## config.mk

```make
export PLATFORM = sky130hd
export DESIGN_NAME = strap_mode_config
export DESIGN_NICKNAME = d
export VERILOG_FILES = /design/src/core/strap_pkg.sv /design/src/core/pin_sync.sv /design/src/core/strap_mode_config.sv
export VERILOG_INCLUDE_DIRS = /design/src /design/src/core
export SDC_FILE = /design/constraint.sdc
export NUM_CORES = 1
export LEC_CHECK = 0
export ABC_AREA = 1
export BUFFER_PORTS_ARGS = -buffer_cell sky130_fd_sc_hd__buf_2
export CAP_MARGIN = 40
export CORE_UTILIZATION = 35
export DETAILED_ROUTE_END_ITERATION = 16
export PLACE_DENSITY = 0.71
export SLEW_MARGIN = 10
export SYNTH_ARGS = -nofsm -noshare
export SYNTH_HDL_FRONTEND = slang
export SYNTH_SLANG_ARGS = --single-unit
```

## constraint.sdc

```tcl
create_clock -name ref_clk_in -period 2.4 [get_ports ref_clk_in]
set_input_delay 0.24 -clock ref_clk_in [delete_from_list [all_inputs] [get_ports ref_clk_in]]
set_output_delay 0.24 -clock ref_clk_in [all_outputs]
set_load 0.02 [all_outputs]
```

## src/core/strap_consts.svh

```systemverilog
// Constants for the reset strap and mode configuration block
`ifndef STRAP_CONSTS_SVH
`define STRAP_CONSTS_SVH
// Identity values, arbitrary neutral codes
`define ID_PART_VALUE      12'h0_A5C
`define ID_REV_VALUE       4'h1
// I2C address base, low two bits come from the interface straps
`define I2C_ADDR_BASE      7'h70
// Interface code that selects the SPI slave
`define IFACE_SPI_CODE     2'h3
// Analog-loop mux codes
`define MUX_DIGITAL_MSBS   2'h3
// Capture status reset value
`define CAPTURE_RESET      5'h00
// Status field positions inside strap_capture_status
`define CAP_IF_LSB         0
`define CAP_AC_LSB         2
`define CAP_TEST_BIT       4
`endif

```

## src/core/strap_pkg.sv

```systemverilog
// Types for the reset strap and mode configuration block
package strap_pkg;
   // Operating mode of the whole device
   typedef enum logic [1:0] {
      MODE_APLL_ONLY,
      MODE_DPLL_JA,
      MODE_DPLL_NCO,
      MODE_INVALID
   } top_mode_t;
   // Post-reset pin role
   typedef enum logic [1:0] {
      PIN_STRAP,
      PIN_GPIO,
      PIN_SERIAL
   } pin_role_t;
endpackage : strap_pkg

```

## src/core/pin_sync.sv

```systemverilog
// Two-flop synchroniser for a vector of pin inputs
`timescale 1ns/1ps
`default_nettype none
module pin_sync #(
   parameter int WIDTH = 6
) (
   input  wire logic             ref_clk_in,
   input  wire logic             sys_rst_in,
   input  wire logic [WIDTH-1:0] async_in,
   output logic      [WIDTH-1:0] sync_out
);
   // State: both stages in one struct
   typedef struct packed {
      logic [WIDTH-1:0] meta;
      logic [WIDTH-1:0] stable;
   } sync_state_t;
   sync_state_t st_q;
   sync_state_t st_d;

   // Next state: first stage only feeds the second
   always_comb
   begin
      st_d.meta   = async_in;
      st_d.stable = st_q.meta;
   end

   // Register both stages
   always_ff @(posedge ref_clk_in or posedge sys_rst_in)
   begin
      if (sys_rst_in)
      begin
         st_q <= '0;
      end
      else
      begin
         st_q <= st_d;
      end
   end

   assign sync_out = st_q.stable;
endmodule : pin_sync
`default_nettype wire

```

## src/core/strap_mode_config.sv

```systemverilog
// Reset strap capture and top-level mode selection
// Functional notes
// - Read-only 12-bit identity, 4-bit revision fields
// - Digital loop off powers down input, DPLL
// - Mux code 0xx means analog-PLL-only mode
// - APLL-only disables monitoring and hitless switching
// - DPLL+APLL needs mux 11x and enable
// - DPLL+APLL jitter sub-mode enables monitors, switching, holdover
// - Jitter sub-mode: DPLL locks one input
// - NCO sub-mode: inputs off, host sets frequency
// - Five straps sampled at reset pin rising
// - After reset, strap pins take second function
// - Sampled straps captured into status register
// - Test strap high: autoconfig picks test mode
// - Test high, autoconfig 00: EEPROM programmer access
// - Interface straps pick I2C address or SPI
// - Autoconfig straps pick stored configuration 0-3
`timescale 1ns/1ps
`default_nettype none
`include "strap_consts.svh"
module strap_mode_config
   import strap_pkg::*;
(
   input  wire logic        ref_clk_in,
   input  wire logic        sys_rst_in,
   input  wire logic        active_low_reset_pin_in,
   input  wire logic        test_strap_in,
   input  wire logic [1:0]  autoconfig_select_straps_in,
   input  wire logic [1:0]  iface_straps_in,
   input  wire logic        digital_loop_enable_in,
   input  wire logic [2:0]  analog_loop_input_select_in,
   input  wire logic        nco_select_in,
   output logic [15:0]      identity_reg_low_out,
   output logic [15:0]      identity_reg_high_out,
   output logic [4:0]       strap_capture_status_out,
   output logic             strap_pins_released_out,
   output logic             spi_slave_sel_out,
   output logic [6:0]       i2c_address_out,
   output logic [1:0]       config_index_out,
   output logic             factory_test_out,
   output logic [1:0]       test_mode_out,
   output logic             eeprom_prog_access_out,
   output logic             config_load_start_out,
   output logic [1:0]       top_mode_out,
   output logic             input_block_power_out,
   output logic             dpll_power_out,
   output logic             monitors_enable_out,
   output logic             ref_switch_enable_out,
   output logic             holdover_enable_out,
   output logic             nco_active_out
);

   // Synchronised pins: reset pin plus five straps
   logic [5:0] pins_sync;

   // Pins pass two flops before any logic looks at them
   pin_sync #(
      .WIDTH (6)
   ) u_pin_sync (
      .ref_clk_in (ref_clk_in),
      .sys_rst_in (sys_rst_in),
      .async_in   ({active_low_reset_pin_in, test_strap_in,
                    autoconfig_select_straps_in, iface_straps_in}),
      .sync_out   (pins_sync)
   );

   // Decodes the top mode from the control bits
   function automatic top_mode_t decode_mode(input logic dl_en, input logic [2:0] mux,
                                              input logic nco);
      top_mode_t m;
      m = MODE_INVALID;
      if (!mux[2])
      begin
         m = MODE_APLL_ONLY;
      end
      else if (!dl_en)
      begin
         m = MODE_APLL_ONLY;
      end
      // mux 11x with enable gives DPLL+APLL
      else if (mux[2:1] == `MUX_DIGITAL_MSBS)
      begin
         m = nco ? MODE_DPLL_NCO : MODE_DPLL_JA;
      end
      return m;
   endfunction : decode_mode

   // All state of the block except the identity registers
   typedef struct packed {
      logic       rst_pin_prev;   // Last synced reset pin level
      logic [4:0] capture;        // Captured straps: test, ac, if
      logic       released;       // Pins now in second function
      logic       load_start;     // One-cycle config load pulse
      top_mode_t  mode;           // Registered operating mode
      logic [6:0] i2c_addr;       // Selected I2C address
      logic       spi_sel;        // SPI slave selected
      logic       prog_access;    // EEPROM programmer mode
      logic       in_pwr;         // Input block powered
      logic       dpll_pwr;       // DPLL powered
      logic       mon_en;         // Activity/frequency monitors
      logic       sw_en;          // Reference and hitless switching
      logic       hold_en;        // Holdover
      logic       nco_act;        // NCO sub-mode active
   } state_t;
   state_t st_q;
   state_t st_d;

   // Next-state logic
   always_comb
   begin
      st_d            = st_q;
      st_d.load_start = 1'b0;
      st_d.rst_pin_prev = pins_sync[5];
      // sample straps on rising edge of reset pin
      if (pins_sync[5] && !st_q.rst_pin_prev)
      begin
         st_d.capture    = pins_sync[4:0];
         st_d.released   = 1'b1;
         st_d.load_start = !pins_sync[`CAP_TEST_BIT];
      end
      // back to strap role while reset pin low
      else if (!pins_sync[5])
      begin
         st_d.released = 1'b0;
      end
      // capture held otherwise, no write path exists
      st_d.spi_sel  = (st_d.capture[`CAP_IF_LSB +: 2] == `IFACE_SPI_CODE);
      st_d.i2c_addr = `I2C_ADDR_BASE | {5'h00, st_d.capture[`CAP_IF_LSB +: 2]};
      // programmer access on test high and 00
      st_d.prog_access = st_d.capture[`CAP_TEST_BIT] &&
                         (st_d.capture[`CAP_AC_LSB +: 2] == 2'h0);
      st_d.mode = decode_mode(digital_loop_enable_in, analog_loop_input_select_in,
                              nco_select_in);
      st_d.in_pwr   = 1'b0;
      st_d.dpll_pwr = 1'b0;
      st_d.mon_en   = 1'b0;
      st_d.sw_en    = 1'b0;
      st_d.hold_en  = 1'b0;
      st_d.nco_act  = 1'b0;
      case (st_d.mode)
         MODE_DPLL_JA:
         begin
            st_d.in_pwr   = 1'b1;
            st_d.dpll_pwr = 1'b1;
            st_d.mon_en   = 1'b1;
            st_d.sw_en    = 1'b1;
            st_d.hold_en  = 1'b1;
         end
         // NCO keeps only the DPLL core running
         MODE_DPLL_NCO:
         begin
            st_d.dpll_pwr = 1'b1;
            st_d.nco_act  = 1'b1;
         end
         MODE_APLL_ONLY:
         begin
            // input block and DPLL stay off
            st_d.dpll_pwr = 1'b0;
         end
         default:
         begin
            // Mux 10x with digital loop on: keep all off
            st_d.nco_act = 1'b0;
         end
      endcase
   end

   // State register
   always_ff @(posedge ref_clk_in or posedge sys_rst_in)
   begin
      if (sys_rst_in)
      begin
         st_q <= '{rst_pin_prev: 1'b0, capture: `CAPTURE_RESET, released: 1'b0,
                   load_start: 1'b0, mode: MODE_APLL_ONLY, i2c_addr: `I2C_ADDR_BASE,
                   spi_sel: 1'b0, prog_access: 1'b0, in_pwr: 1'b0, dpll_pwr: 1'b0,
                   mon_en: 1'b0, sw_en: 1'b0, hold_en: 1'b0, nco_act: 1'b0};
      end
      else
      begin
         st_q <= st_d;
      end
   end

   // Identity registers are constants, so they are flops held at reset value
   logic [15:0] id_low_q;
   logic [15:0] id_high_q;
   always_ff @(posedge ref_clk_in or posedge sys_rst_in)
   begin
      if (sys_rst_in)
      begin
         id_low_q  <= {4'h0, `ID_PART_VALUE};
         id_high_q <= {12'h000, `ID_REV_VALUE};
      end
      else
      begin
         id_low_q  <= {4'h0, `ID_PART_VALUE};
         id_high_q <= {12'h000, `ID_REV_VALUE};
      end
   end

   // Outputs straight from flops
   assign identity_reg_low_out     = id_low_q;
   assign identity_reg_high_out    = id_high_q;
   assign strap_capture_status_out = st_q.capture;
   assign strap_pins_released_out  = st_q.released;
   assign spi_slave_sel_out        = st_q.spi_sel;
   assign i2c_address_out          = st_q.i2c_addr;
   // autoconfig bits drive test select and config index alike; test strap only flags test
   assign factory_test_out         = st_q.capture[`CAP_TEST_BIT];
   assign test_mode_out            = st_q.capture[`CAP_AC_LSB +: 2];
   assign config_index_out         = st_q.capture[`CAP_AC_LSB +: 2];
   assign eeprom_prog_access_out   = st_q.prog_access;
   assign config_load_start_out    = st_q.load_start;
   assign top_mode_out             = st_q.mode;
   assign input_block_power_out    = st_q.in_pwr;
   assign dpll_power_out           = st_q.dpll_pwr;
   assign monitors_enable_out      = st_q.mon_en;
   assign ref_switch_enable_out    = st_q.sw_en;
   assign holdover_enable_out      = st_q.hold_en;
   assign nco_active_out           = st_q.nco_act;
endmodule : strap_mode_config
`default_nettype wire

```

Word-level counts from Yosys, hierarchy flattened
Index checks and enable logic that the tools add are counted.

word-level totals
  input port bits = 13
  flip-flop bits (word level) = 32
  logic and storage cells = 39
  output and inout port bits = 61

cells by class
  reduce and logical (&&, ||, !) cells = 6
  equal/unequal tests = 5
  multiplexer cells = 12

operators by type and width
  kind                                                              count
  2-bit 2-to-1 mux                                                  4
  2-bit == test (second input constant)                             3
  1-bit 2-to-1 mux                                                  6
  5-bit 2-to-1 mux                                                  1
  3-bit 2-to-1 mux                                                  1
  2-bit by 1-bit == test with 1-bit output (second input constant)  1
  1-bit logical AND                                                 2
  1-bit zero test                                                   2
  2-bit zero test                                                   1
  2-bit != test (second input constant)                             1
  2-bit OR reduction                                                1

Longest topological paths before layout
Gate-level depths: netlist (run 1).

  depth in word-level cells = 7
  depth in mapped cells = 6
  mapped depth without buffers = 6

Modules after synthesis
From an unflattened synthesis (run 1), not the netlist that was laid out.

second synthesis, totals
  cells, all modules = 121
  area total of the unflattened synthesis = 1288.7 sq um

by module, submodules not included
  module             cells an instance  area an instance (sq um)  times used  seq. area each (sq um)
  strap_mode_config  108                984.7                     1           375.4
  pin_sync           13                 304.0                     1           300.3

Worst setup path after synthesis (run 1)
No wires, ideal clock.

  path kind = input port to flip-flop
  from = in digital_loop_enable_in
  to = reg st_q (netlist bit dpll_power_out)
  cell stages on the path = 5
  buffers on the path = 0
  path slack = 1.469 ns
  arrival time = 0.818 ns
  data required time = 2.287 ns
  library setup time = 0.113 ns
  cell sequence = nand2_1 > a21oi_1 > inv_1 > ha_1 > inv_1

RTL lines
  what                  line                      text
  start, declared       strap_mode_config.sv:30   input wire logic digital_loop_enable_in,
  end signal, assigned  strap_mode_config.sv:173  st_q <= '{rst_pin_prev: 1'b0, capture: `CAPTURE_RESET, released: 1'b0,
  end signal, assigned  strap_mode_config.sv:180  st_q <= st_d;
  end, declared         strap_mode_config.sv:105  state_t st_q;

Worst setup path after layout (run 1)
  from = reg st_q (netlist bit strap_capture_status_out[3])
  to = out config_index_out[1]

RTL lines
  what           line                     text
  end, declared  strap_mode_config.sv:39  output logic [1:0] config_index_out,

No word-level cell between the ends.

==> run summary, run 1 <==
min setup slack post-route - 1260 ps
total core area - 3416 um2
WL final - 1335 um
DRT Pass-1 Iters - 2
Die X - 62.59 um
Initial Util - 37.62%
f_max - 877.5 MHz
worst slack at placement - 1305 ps
commonest non-fill, non-tap cell in the layout - conb_1
largest net degree at the start of global routing - 28
fin area - 1295 um2
worst vdd rail ir drop - 0.0001413 V
clk_lat worst skew - 300 ps
Max Slew Vio Count - 0
fin nets - 159
vias in the first global route - 547
total chip power - 880.8 uW
routed len/inst - 7.063 um
WS Path Type - reg2out
H-tree levels - 1
Yosys warning total - 0
CTS Buf Count - 3
DRC Markers - 0
worst-path fanout max - 4
CP Data Required Time - 2160 ps
RSZ-0062 raised after global routing - false
total global-route track usage - 7.620%
Worst R2R Path Depth - 6
grt ovf - 0
pwr/cell area - 680.2 nW/um2
row cnt - 21
skew final - 3.092 ps
DRT antenna net count - 0
DP Area - 1259 um2
area delta synth->final - 0.7788%
Post-Syn Instances - 120
Hold Crit Class - in2reg
Final Cycle Share - 47.48%
Filler cells - 371
Vias - 625
first-pass GRT wire length - 2297 um
Synth cell types - 13
CP top delay family - flip-flops
clock sink count - 27
CP arrival - 900 ps
startpoint type of the worst setup path - register
highest-count cells in the layout ignoring fill and taps - conb_1 (37), buf_2 (35), dfrtp_1 (27)
PortBufs - 35
sequential-to-total area share from yosys stat - 52.58%
cts repair resizes - 0
Pleak - 0.7628 nW
CTS max path bufs - 2
HP Start - iface_straps_in[1]
Die Y - 62.59 um
max_cap viols - 0
Starting DRT DRC Count - 19
initial antenna violation count - 0
post-DP HPWL - 1031 um
crit path buf inv count - 1
CTS Root Cell - clkbuf_4
biggest cell delay along the critical path - 430 ps
Yosys reg bits - 27
Critical R2R Launch - st_q[24]$_DFF_PP0_
Ant. Diodes - 0
critical-path cell list - buf_2
Reg-to-Reg End - eeprom_prog_access_out$_DFF_PP0_
count of final setup violators - 0
num ports - 74
CTS tree - done
Min-Delay Path Depth - 1
R2R Setup Slk - 1430 ps
WHS Endpoint - u_pin_sync.st_d[1]$_DFF_PP0_
drt via density - 3.307
Die ar. - 3918 um2
final hold violations - 0
Final Critical Period - 1140 ps
setup tns final - 0 ps
share of layout cells above drive strength 1 - 34.97%
Mapped Area - 1285 um2
outcome - finished, final reports clean
clock slew seen by the registers of the worst setup and hold paths - 130 ps
CP Capture Type - output port
Slowest-stage cell, CP - dfrtp_1
Final Wtd Congestion - 0.7316
syn_area_per_cell - 10.71 um2
## cell usage after synthesis
library cell / number / share of area [%]
a21oi_1: 2 / 0.78
buf_4: 53 / 31
conb_1: 2 / 0.58
dfrtp_1: 27 / 53
ha_1: 2 / 1.9
inv_1: 13 / 3.8
nand2_1: 6 / 1.8
nand2_2: 6 / 2.9
nand2_4: 1 / 0.88
nand3_1: 3 / 1.2
nor2_1: 1 / 0.29
nor2_2: 2 / 0.97
o21ai_2: 2 / 1.4
## state kept, by name (all words and copies together), names as in the netlist
name / count
strap_pins_released_out: 1
st_q: 1
holdover_enable_out: 1
config_load_start_out: 1
strap_capture_status_out: 5
u_pin_sync.st_d: 6
dpll_power_out: 1
eeprom_prog_access_out: 1
nco_active_out: 1
top_mode_out: 2
u_pin_sync.sync_out: 6
spi_slave_sel_out: 1
## worst max path at each step
stage / startpoint / to / slack [ps] / depth (start not counted)
6_report: strap_capture_status_out[3]$_DFF_PP0_ / config_index_out[1] / 1260 / 1
3_3_place_gp: digital_loop_enable_in / dpll_power_out$_DFF_PP0_ / 1340 / 6
3_5_place_dp: digital_loop_enable_in / dpll_power_out$_DFF_PP0_ / 1300 / 6
5_1_grt: strap_capture_status_out[3]$_DFF_PP0_ / strap_capture_status_out[3] / 1200 / 1
2_1_floorplan: digital_loop_enable_in / dpll_power_out$_DFF_PP0_ / 1470 / 5
4_1_cts: strap_capture_status_out[3]$_DFF_PP0_ / config_index_out[1] / 1240 / 1
## area by class of cell
type / instances / area (um2) / area share (%)
clock buffer: 4 / 26.28 / 2.029
tap: 46 / 57.56 / 4.444
inverter: 13 / 48.80 / 3.768
sequential: 27 / 675.6 / 52.17
multi-input combinational: 62 / 294.0 / 22.71
timing repair buffer: 37 / 192.7 / 14.88
## through the flow
stage	util [%]	std cells	hold slack, ps
finish	37.91	189	30.03
global route	37.91	189	0.1195
floorplan	-	155	271.4
global placement	36.85	184	307.0
CTS	37.91	189	13.33
detailed placement	36.85	184	314.6
## metal layers
metal	global-route usage (%)	up-vias	wire length, um
met1	8.265	276	527
met4	6.977	0	34
met2	12.23	35	655
li1	-	312	-
met5	0	-	0
met3	1.825	2	118
## logic make-up after synthesis
| family | Yosys count | synth area share [%] |
|---|---|---|
| other cells | 2 | 0.5844 |
| flops | 27 | 52.58 |
| buf+inv | 66 | 34.76 |
| simple gates | 19 | 7.984 |
| compound gates | 4 | 2.142 |
| fa+ha+maj | 2 | 1.947 |
## worst register-to-register path, stage by stage (launching register included)
cell     delay (ps)
dfrtp_1         380
inv_1           140
nand2_4         120
nand2_1          80
nand2_1          70
nand2_2          70
nor2_2           30
## what timing repair did
| item | CTS | global route |
|---|---|---|
| hold buffers | 1 | 0 |
| setup buffers | 0 | 0 |
| hold endpoints to repair | 27 | 0 |
## power by group
group	internal, mW	switching [mW]	leakage (nW)
registers	0.487	0.0154	0.326
clock network	0.0647	0.114	0.0150
logic	0.0500	0.149	0.422
total	0.602	0.279	0.763
Power figures use the tool's default switching activity.
==> inputs of run 2 (changes only) <==
--- a/config.mk
+++ b/config.mk
@@ -11,7 +11,7 @@
 export CAP_MARGIN = 40
 export CORE_UTILIZATION = 35
 export DETAILED_ROUTE_END_ITERATION = 16
-export PLACE_DENSITY = 0.71
+export PLACE_DENSITY = 0.74
 export SLEW_MARGIN = 10
 export SYNTH_ARGS = -nofsm -noshare
 export SYNTH_HDL_FRONTEND = slang
==> constraint.sdc (replaced) <==
create_clock -name ref_clk_in -period 1 [get_ports ref_clk_in]
set_input_delay 0.1 -clock ref_clk_in [delete_from_list [all_inputs] [get_ports ref_clk_in]]
set_output_delay 0.1 -clock ref_clk_in [all_outputs]
set_load 0.02 [all_outputs]
==> run 2 against run 1 <==
  * Wire length rose by 6.7%
  * Non-clock buffer count rose by 16
  * Total power rose to 2.6 times the previous value
  * Clock power rose by 140%
  * Sequential share of layout area fell by 7.5 points
==> run summary, run 2 (synthesized netlist as in run 1, its figures left out) <==
clock sink count - 27 (unchanged)
Final Cycle Share - 98.71%
Starting DRT DRC Count - 7 (-12)
f_max - 1013 MHz
Max Slew Vio Count - 0 (unchanged)
highest-count cells in the layout ignoring fill and taps - conb_1 (37), dfrtp_1 (26), buf_2 (23)
outcome - finished, final reports clean
RSZ-0062 raised after global routing - true
total global-route track usage - 7.813% (+0.19 points)
row cnt - 21 (unchanged)
post-DP HPWL - 1033 um (+0.20%)
startpoint type of the worst setup path - register
largest net degree at the start of global routing - 28 (unchanged)
biggest cell delay along the critical path - 420 ps (about the same)
worst slack at placement - 35.27 ps (-1269 ps)
Slowest-stage cell, CP - dfrtp_1
grt ovf - 0 (unchanged)
crit path buf inv count - 1 (unchanged)
commonest non-fill, non-tap cell in the layout - conb_1
Die Y - 62.59 um (unchanged)
CTS Root Cell - clkbuf_4
count of final setup violators - 0 (unchanged)
worst-path fanout max - 4 (unchanged)
skew final - 2.097 ps (-0.9947 ps)
WS Path Type - reg2out
CTS tree - done
num ports - 74 (unchanged)
CP top delay family - flip-flops
H-tree levels - 1 (unchanged)
clk_lat worst skew - 300 ps (about the same)
CP Capture Type - output port
DRC Markers - 0 (unchanged)
WHS - 105.0 ps (+74.92 ps)
pwr/cell area - 1494 nW/um2 (+120%)
Pleak - 0.8566 nW (+12%)
first-pass GRT wire length - 2256 um (-1.8%)
DRT Pass-1 Iters - 3 (+1)
CP arrival - 890 ps (about the same)
CP Data Required Time - 900 ps (-1260 ps)
Ant. Diodes - 0 (unchanged)
CTS max path bufs - 2 (unchanged)
max_cap viols - 0 (unchanged)
area delta synth->final - 17.82%
DRT antenna net count - 0 (unchanged)
routed len/inst - 6.951 um (-1.6%)
vias in the first global route - 550 (+0.55%)
Die X - 62.59 um (unchanged)
WL final - 1425 um (+6.7%)
fin nets - 175 (+10%)
initial antenna violation count - 0 (unchanged)
Initial Util - 37.62% (unchanged)
PortBufs - 35 (unchanged)
total chip power - 2.262 mW (+160%)
share of layout cells above drive strength 1 - 39.62% (+4.7 points)
Hold Crit Class - in2reg
Vias - 679 (+8.6%)
total core area - 3416 um2 (unchanged)
final hold violations - 0 (unchanged)
clock slew seen by the registers of the worst setup and hold paths - 120 ps (about the same)
worst vdd rail ir drop - 0.0004686 V (+230%)
CTS Buf Count - 3 (unchanged)
Die ar. - 3918 um2 (unchanged)
Final Wtd Congestion - 0.7338 (+0.30%)
min setup slack post-route - 12.93 ps (-1247 ps)
fin util - 44.32% (+6.4 points)
critical-path cell list - buf_2
drt via density - 3.312 (+0.16%)
Final Critical Period - 987.1 ps
## run 2: cell types whose count changed in the layout (fill, tap and decap cells not counted)
cell,before,now
dfrtp_1,27,26
buf_4,1,10
nand2_2,6,8
inv_1,13,12
buf_2,35,23
inv_2,0,1
buf_6,0,12
dfrtp_2,0,1
dlygate4sd3_1,1,8
nand2_1,6,4
## run 2: power breakdown
part           internal [mW]  total (mW)  switching [mW]
combinational          0.236       0.614           0.378
sequential              1.17        1.22          0.0465
clock                  0.156       0.431           0.276
## run 2: final timing paths
kind | cells after the start | start | slack, ps | end
max | 1 | strap_capture_status_out[3]$_DFF_PP0_ | 10 | test_mode_out[1]
min | 3 | nco_select_in | 100 | top_mode_out[0]$_DFF_PP0_
max reg2reg | 5 | u_pin_sync.sync_out[5]$_DFF_PP0_ | 50 | eeprom_prog_access_out$_DFF_PP0_
min reg2reg | 0 | u_pin_sync.st_d[3]$_DFF_PP0_ | 360 | u_pin_sync.sync_out[3]$_DFF_PP0_
max in group asynchronous | 4 | sys_rst_in | 370 | u_pin_sync.sync_out[5]$_DFF_PP0_
min in group asynchronous | 4 | sys_rst_in | 380 | u_pin_sync.st_d[1]$_DFF_PP0_
## run 2: timing repair
| item | in CTS | in global routing |
|---|---|---|
| hold endpoints to repair | 34 | 0 |
| resized for setup | 0 | 28 |
| setup endpoints to repair | 5 | 27 |
| pin swaps | 0 | 1 |
| hold buffers | 8 | 0 |
| buffers inserted | 2 | 6 |
## run 2: layout make-up
| class | instances | area [um2] |
|---|---|---|
| fill | 343 | 1902 |
| inverter | 13 | 48.80 |
| sequential | 27 | 676.9 |
| clock buffer | 4 | 26.28 |
| timing repair buffer | 53 | 405.4 |
| tap | 46 | 57.56 |
| multi-input combinational | 62 | 299.0 |
## run 2: per-layer routing
metal	track usage [%]	share of wire [%]	wire length [um]	vias to the layer above
li1	-	-	-	343
met1	7.791	38	537	301
met2	13.18	55	780	33
met3	2.190	5.6	80	2
met4	6.977	1.9	27	0
met5	0	0	0	-
## run 2: per-stage QoR
stage | setup TNS [ps] | cells | area (um2)
after global routing | -786.8 | 205 | 1514
after floorplan | 0 | 155 | 1416
after detailed placement | 0 | 185 | 1266
final | 0 | 205 | 1514
after global placement | 0 | 185 | 1266
after CTS | -9.991 | 199 | 1388
==> inputs of run 3 (changes only) <==
--- a/config.mk
+++ b/config.mk
@@ -8,7 +8,6 @@
 export LEC_CHECK = 0
 export ABC_AREA = 1
 export BUFFER_PORTS_ARGS = -buffer_cell sky130_fd_sc_hd__buf_2
-export CAP_MARGIN = 40
 export CORE_UTILIZATION = 35
 export DETAILED_ROUTE_END_ITERATION = 16
 export PLACE_DENSITY = 0.74
==> constraint.sdc (replaced) <==
create_clock -name ref_clk_in -period 0.9 [get_ports ref_clk_in]
set_input_delay 0.09 -clock ref_clk_in [delete_from_list [all_inputs] [get_ports ref_clk_in]]
set_output_delay 0.09 -clock ref_clk_in [all_outputs]
set_load 0.02 [all_outputs]
==> run 3 against run 2 <==
  * The flow now finishes with violations (negative setup slack)
  * Non-clock buffer count down 1
  * Flip-flop and latch count is the same
  * Sequential share of layout area shrank 0.66 points
  * First-iteration DRC count shrank 43%
  * Clock power rose by 11%
  * Design area is 1.5% higher
  * Critical path depth stayed put
  * Core utilization is 0.66 points higher
  * Sequential power grew 11%
  * Register-to-register slack worse by 100 ps
  * Total power up 12%
  * Die area did not move
  * Critical path type unchanged
  * Largest power group unchanged
  * Highest routed layer unchanged
==> run summary, run 3 (synthesized netlist as in run 1, its figures left out) <==
failing checks - negative setup slack
Max Slew Vio Count - 0 (unchanged)
WHS Endpoint - top_mode_out[0]$_DFF_PP0_
Reg-to-Reg End - eeprom_prog_access_out$_DFF_PP0_
Vias - 698 (+2.8%)
biggest cell delay along the critical path - 420 ps (about the same)
share of layout cells above drive strength 1 - 41.14% (+1.5 points)
vias in the first global route - 560 (+1.8%)
WHS - 103.5 ps (-1.461 ps)
Die ar. - 3918 um2 (unchanged)
Ant. Diodes - 0 (unchanged)
routed len/inst - 7.064 um (+1.6%)
Die X - 62.59 um (unchanged)
area delta synth->final - 19.57%
Die Y - 62.59 um (unchanged)
WL final - 1441 um (+1.1%)
outcome - finished, violations left
grt ovf - 0 (unchanged)
f_max - 1017 MHz
critical-path cell list - buf_2
worst slack at placement - -35.97 ps (-71.24 ps)
min setup slack post-route - -83.21 ps (-96.14 ps)
PortBufs - 35 (unchanged)
final hold violations - 0 (unchanged)
CP Capture Type - output port
DRC Markers - 0 (unchanged)
CP arrival - 890 ps (about the same)
CTS tree - done
largest net degree at the start of global routing - 28 (unchanged)
pwr/cell area - 1645 nW/um2 (+10%)
CP top delay family - flip-flops
total core area - 3416 um2 (unchanged)
Final Critical Period - 983.2 ps
row cnt - 21 (unchanged)
worst vdd rail ir drop - 0.0004646 V (-0.85%)
initial antenna violation count - 0 (unchanged)
first-pass GRT wire length - 2214 um (-1.9%)
Slowest-stage cell, CP - dfrtp_1
CTS Buf Count - 3 (unchanged)
crit path buf inv count - 1 (unchanged)
setup tns final - -1407 ps (-1407 ps)
Min-Delay Path Depth - 3 (unchanged)
fin nets - 174 (-0.57%)
Final Cycle Share - 109.2%
CTS max path bufs - 2 (unchanged)
startpoint type of the worst setup path - register
total chip power - 2.527 mW (+12%)
R2R Setup Slk - -50 ps (-100 ps)
Pleak - 0.8565 nW (about the same)
num ports - 74 (unchanged)
Starting DRT DRC Count - 4 (-3)
CTS Root Cell - clkbuf_4
clock sink count - 27 (unchanged)
commonest non-fill, non-tap cell in the layout - conb_1
DRT Pass-1 Iters - 2 (-1)
clk_lat worst skew - 310 ps (about the same)
drt via density - 3.422 (+3.3%)
Hold Crit Class - in2reg
fin area - 1536 um2 (+1.5%)
worst-path fanout max - 4 (unchanged)
max_cap viols - 0 (unchanged)
RSZ-0062 raised after global routing - true
clock slew seen by the registers of the worst setup and hold paths - 120 ps (about the same)
count of final setup violators - 27 (+27)
Worst R2R Path Depth - 5 (unchanged)
WS Path Type - reg2out
post-DP HPWL - 1056 um (+2.2%)
DP Area - 1274 um2 (+0.59%)
Critical R2R Launch - u_pin_sync.sync_out[5]$_DFF_PP0_
total global-route track usage - 7.704% (-0.11 points)
CP Data Required Time - 810 ps (-90 ps)
Final Wtd Congestion - 0.7238 (-1.4%)
H-tree levels - 1 (unchanged)
skew final - 6.476 ps (+4.379 ps)
Initial Util - 37.62% (unchanged)
HP Start - nco_select_in
DRT antenna net count - 0 (unchanged)
highest-count cells in the layout ignoring fill and taps - conb_1 (37), dfrtp_1 (26), buf_2 (20)
[run 3: cell count changes in the layout (fill, tap and decap cells not counted), sizes merged]
cell  change
buf       -1
[run 3: power breakdown]
part / switching, mW / leakage [nW] / internal, mW / total, mW
clock: 0.305 / 0.0150 / 0.173 / 0.478
sequential: 0.0550 / 0.325 / 1.30 / 1.36
combinational: 0.421 / 0.516 / 0.272 / 0.694
total: 0.782 / 0.857 / 1.75 / 2.53
[run 3: area by class of cell]
cell class / count / area [um2]
Timing Repair Buffer: 52 / 420.4
Inverter: 13 / 48.80
Tap cell: 46 / 57.56
Clock buffer: 4 / 26.28
Sequential cell: 27 / 676.9
Fill cell: 336 / 1879
Multi-Input combinational cell: 62 / 306.5
[run 3: how the worst max path moves through the flow]
stage                                          start                               end  slack [ps]  depth (start not counted)
4_1_cts        strap_capture_status_out[2]$_DFF_PP0_                  test_mode_out[0]        -100                          1
6_report               holdover_enable_out$_DFF_PP0_             ref_switch_enable_out         -80                          1
3_3_place_gp                      st_q[24]$_DFF_PP0_  eeprom_prog_access_out$_DFF_PP0_         -20                          6
5_1_grt                holdover_enable_out$_DFF_PP0_             ref_switch_enable_out        -150                          1
3_5_place_dp                      st_q[24]$_DFF_PP0_  eeprom_prog_access_out$_DFF_PP0_         -40                          6
2_1_floorplan                     st_q[24]$_DFF_PP0_  eeprom_prog_access_out$_DFF_PP0_          10                          6
[run 3: through the flow]
stage | instances | util (%)
2_1_floorplan | 155 | -
3_3_place_gp | 186 | 37.29
3_5_place_dp | 186 | 37.29
4_1_cts | 202 | 42.86
5_1_grt | 204 | 44.98
6_report | 204 | 44.98
[run 3: repair_timing]
action / CTS / global route
endpoints found under the hold margin: 34 / 0
buffers inserted: 4 / 2
hold buffers: 8 / 0
setup endpoints to repair: 31 / 31
pin swaps: 1 / 1
gates resized for setup: 19 / 19
[run 3: routing by layer]
metal / global-route usage [%] / vias up / part of all wire (%)
li1: - / 342 / -
met1: 6.534 / 321 / 38
met2: 14.13 / 33 / 55
met3: 2.372 / 2 / 5.6
met4: 6.977 / 0 / 1.9
met5: 0 / - / 0
[run 3: tightest hold or removal path: stages]
cell and delay [ps]:
buf_2 90, a21oi_1 70, buf_4 130
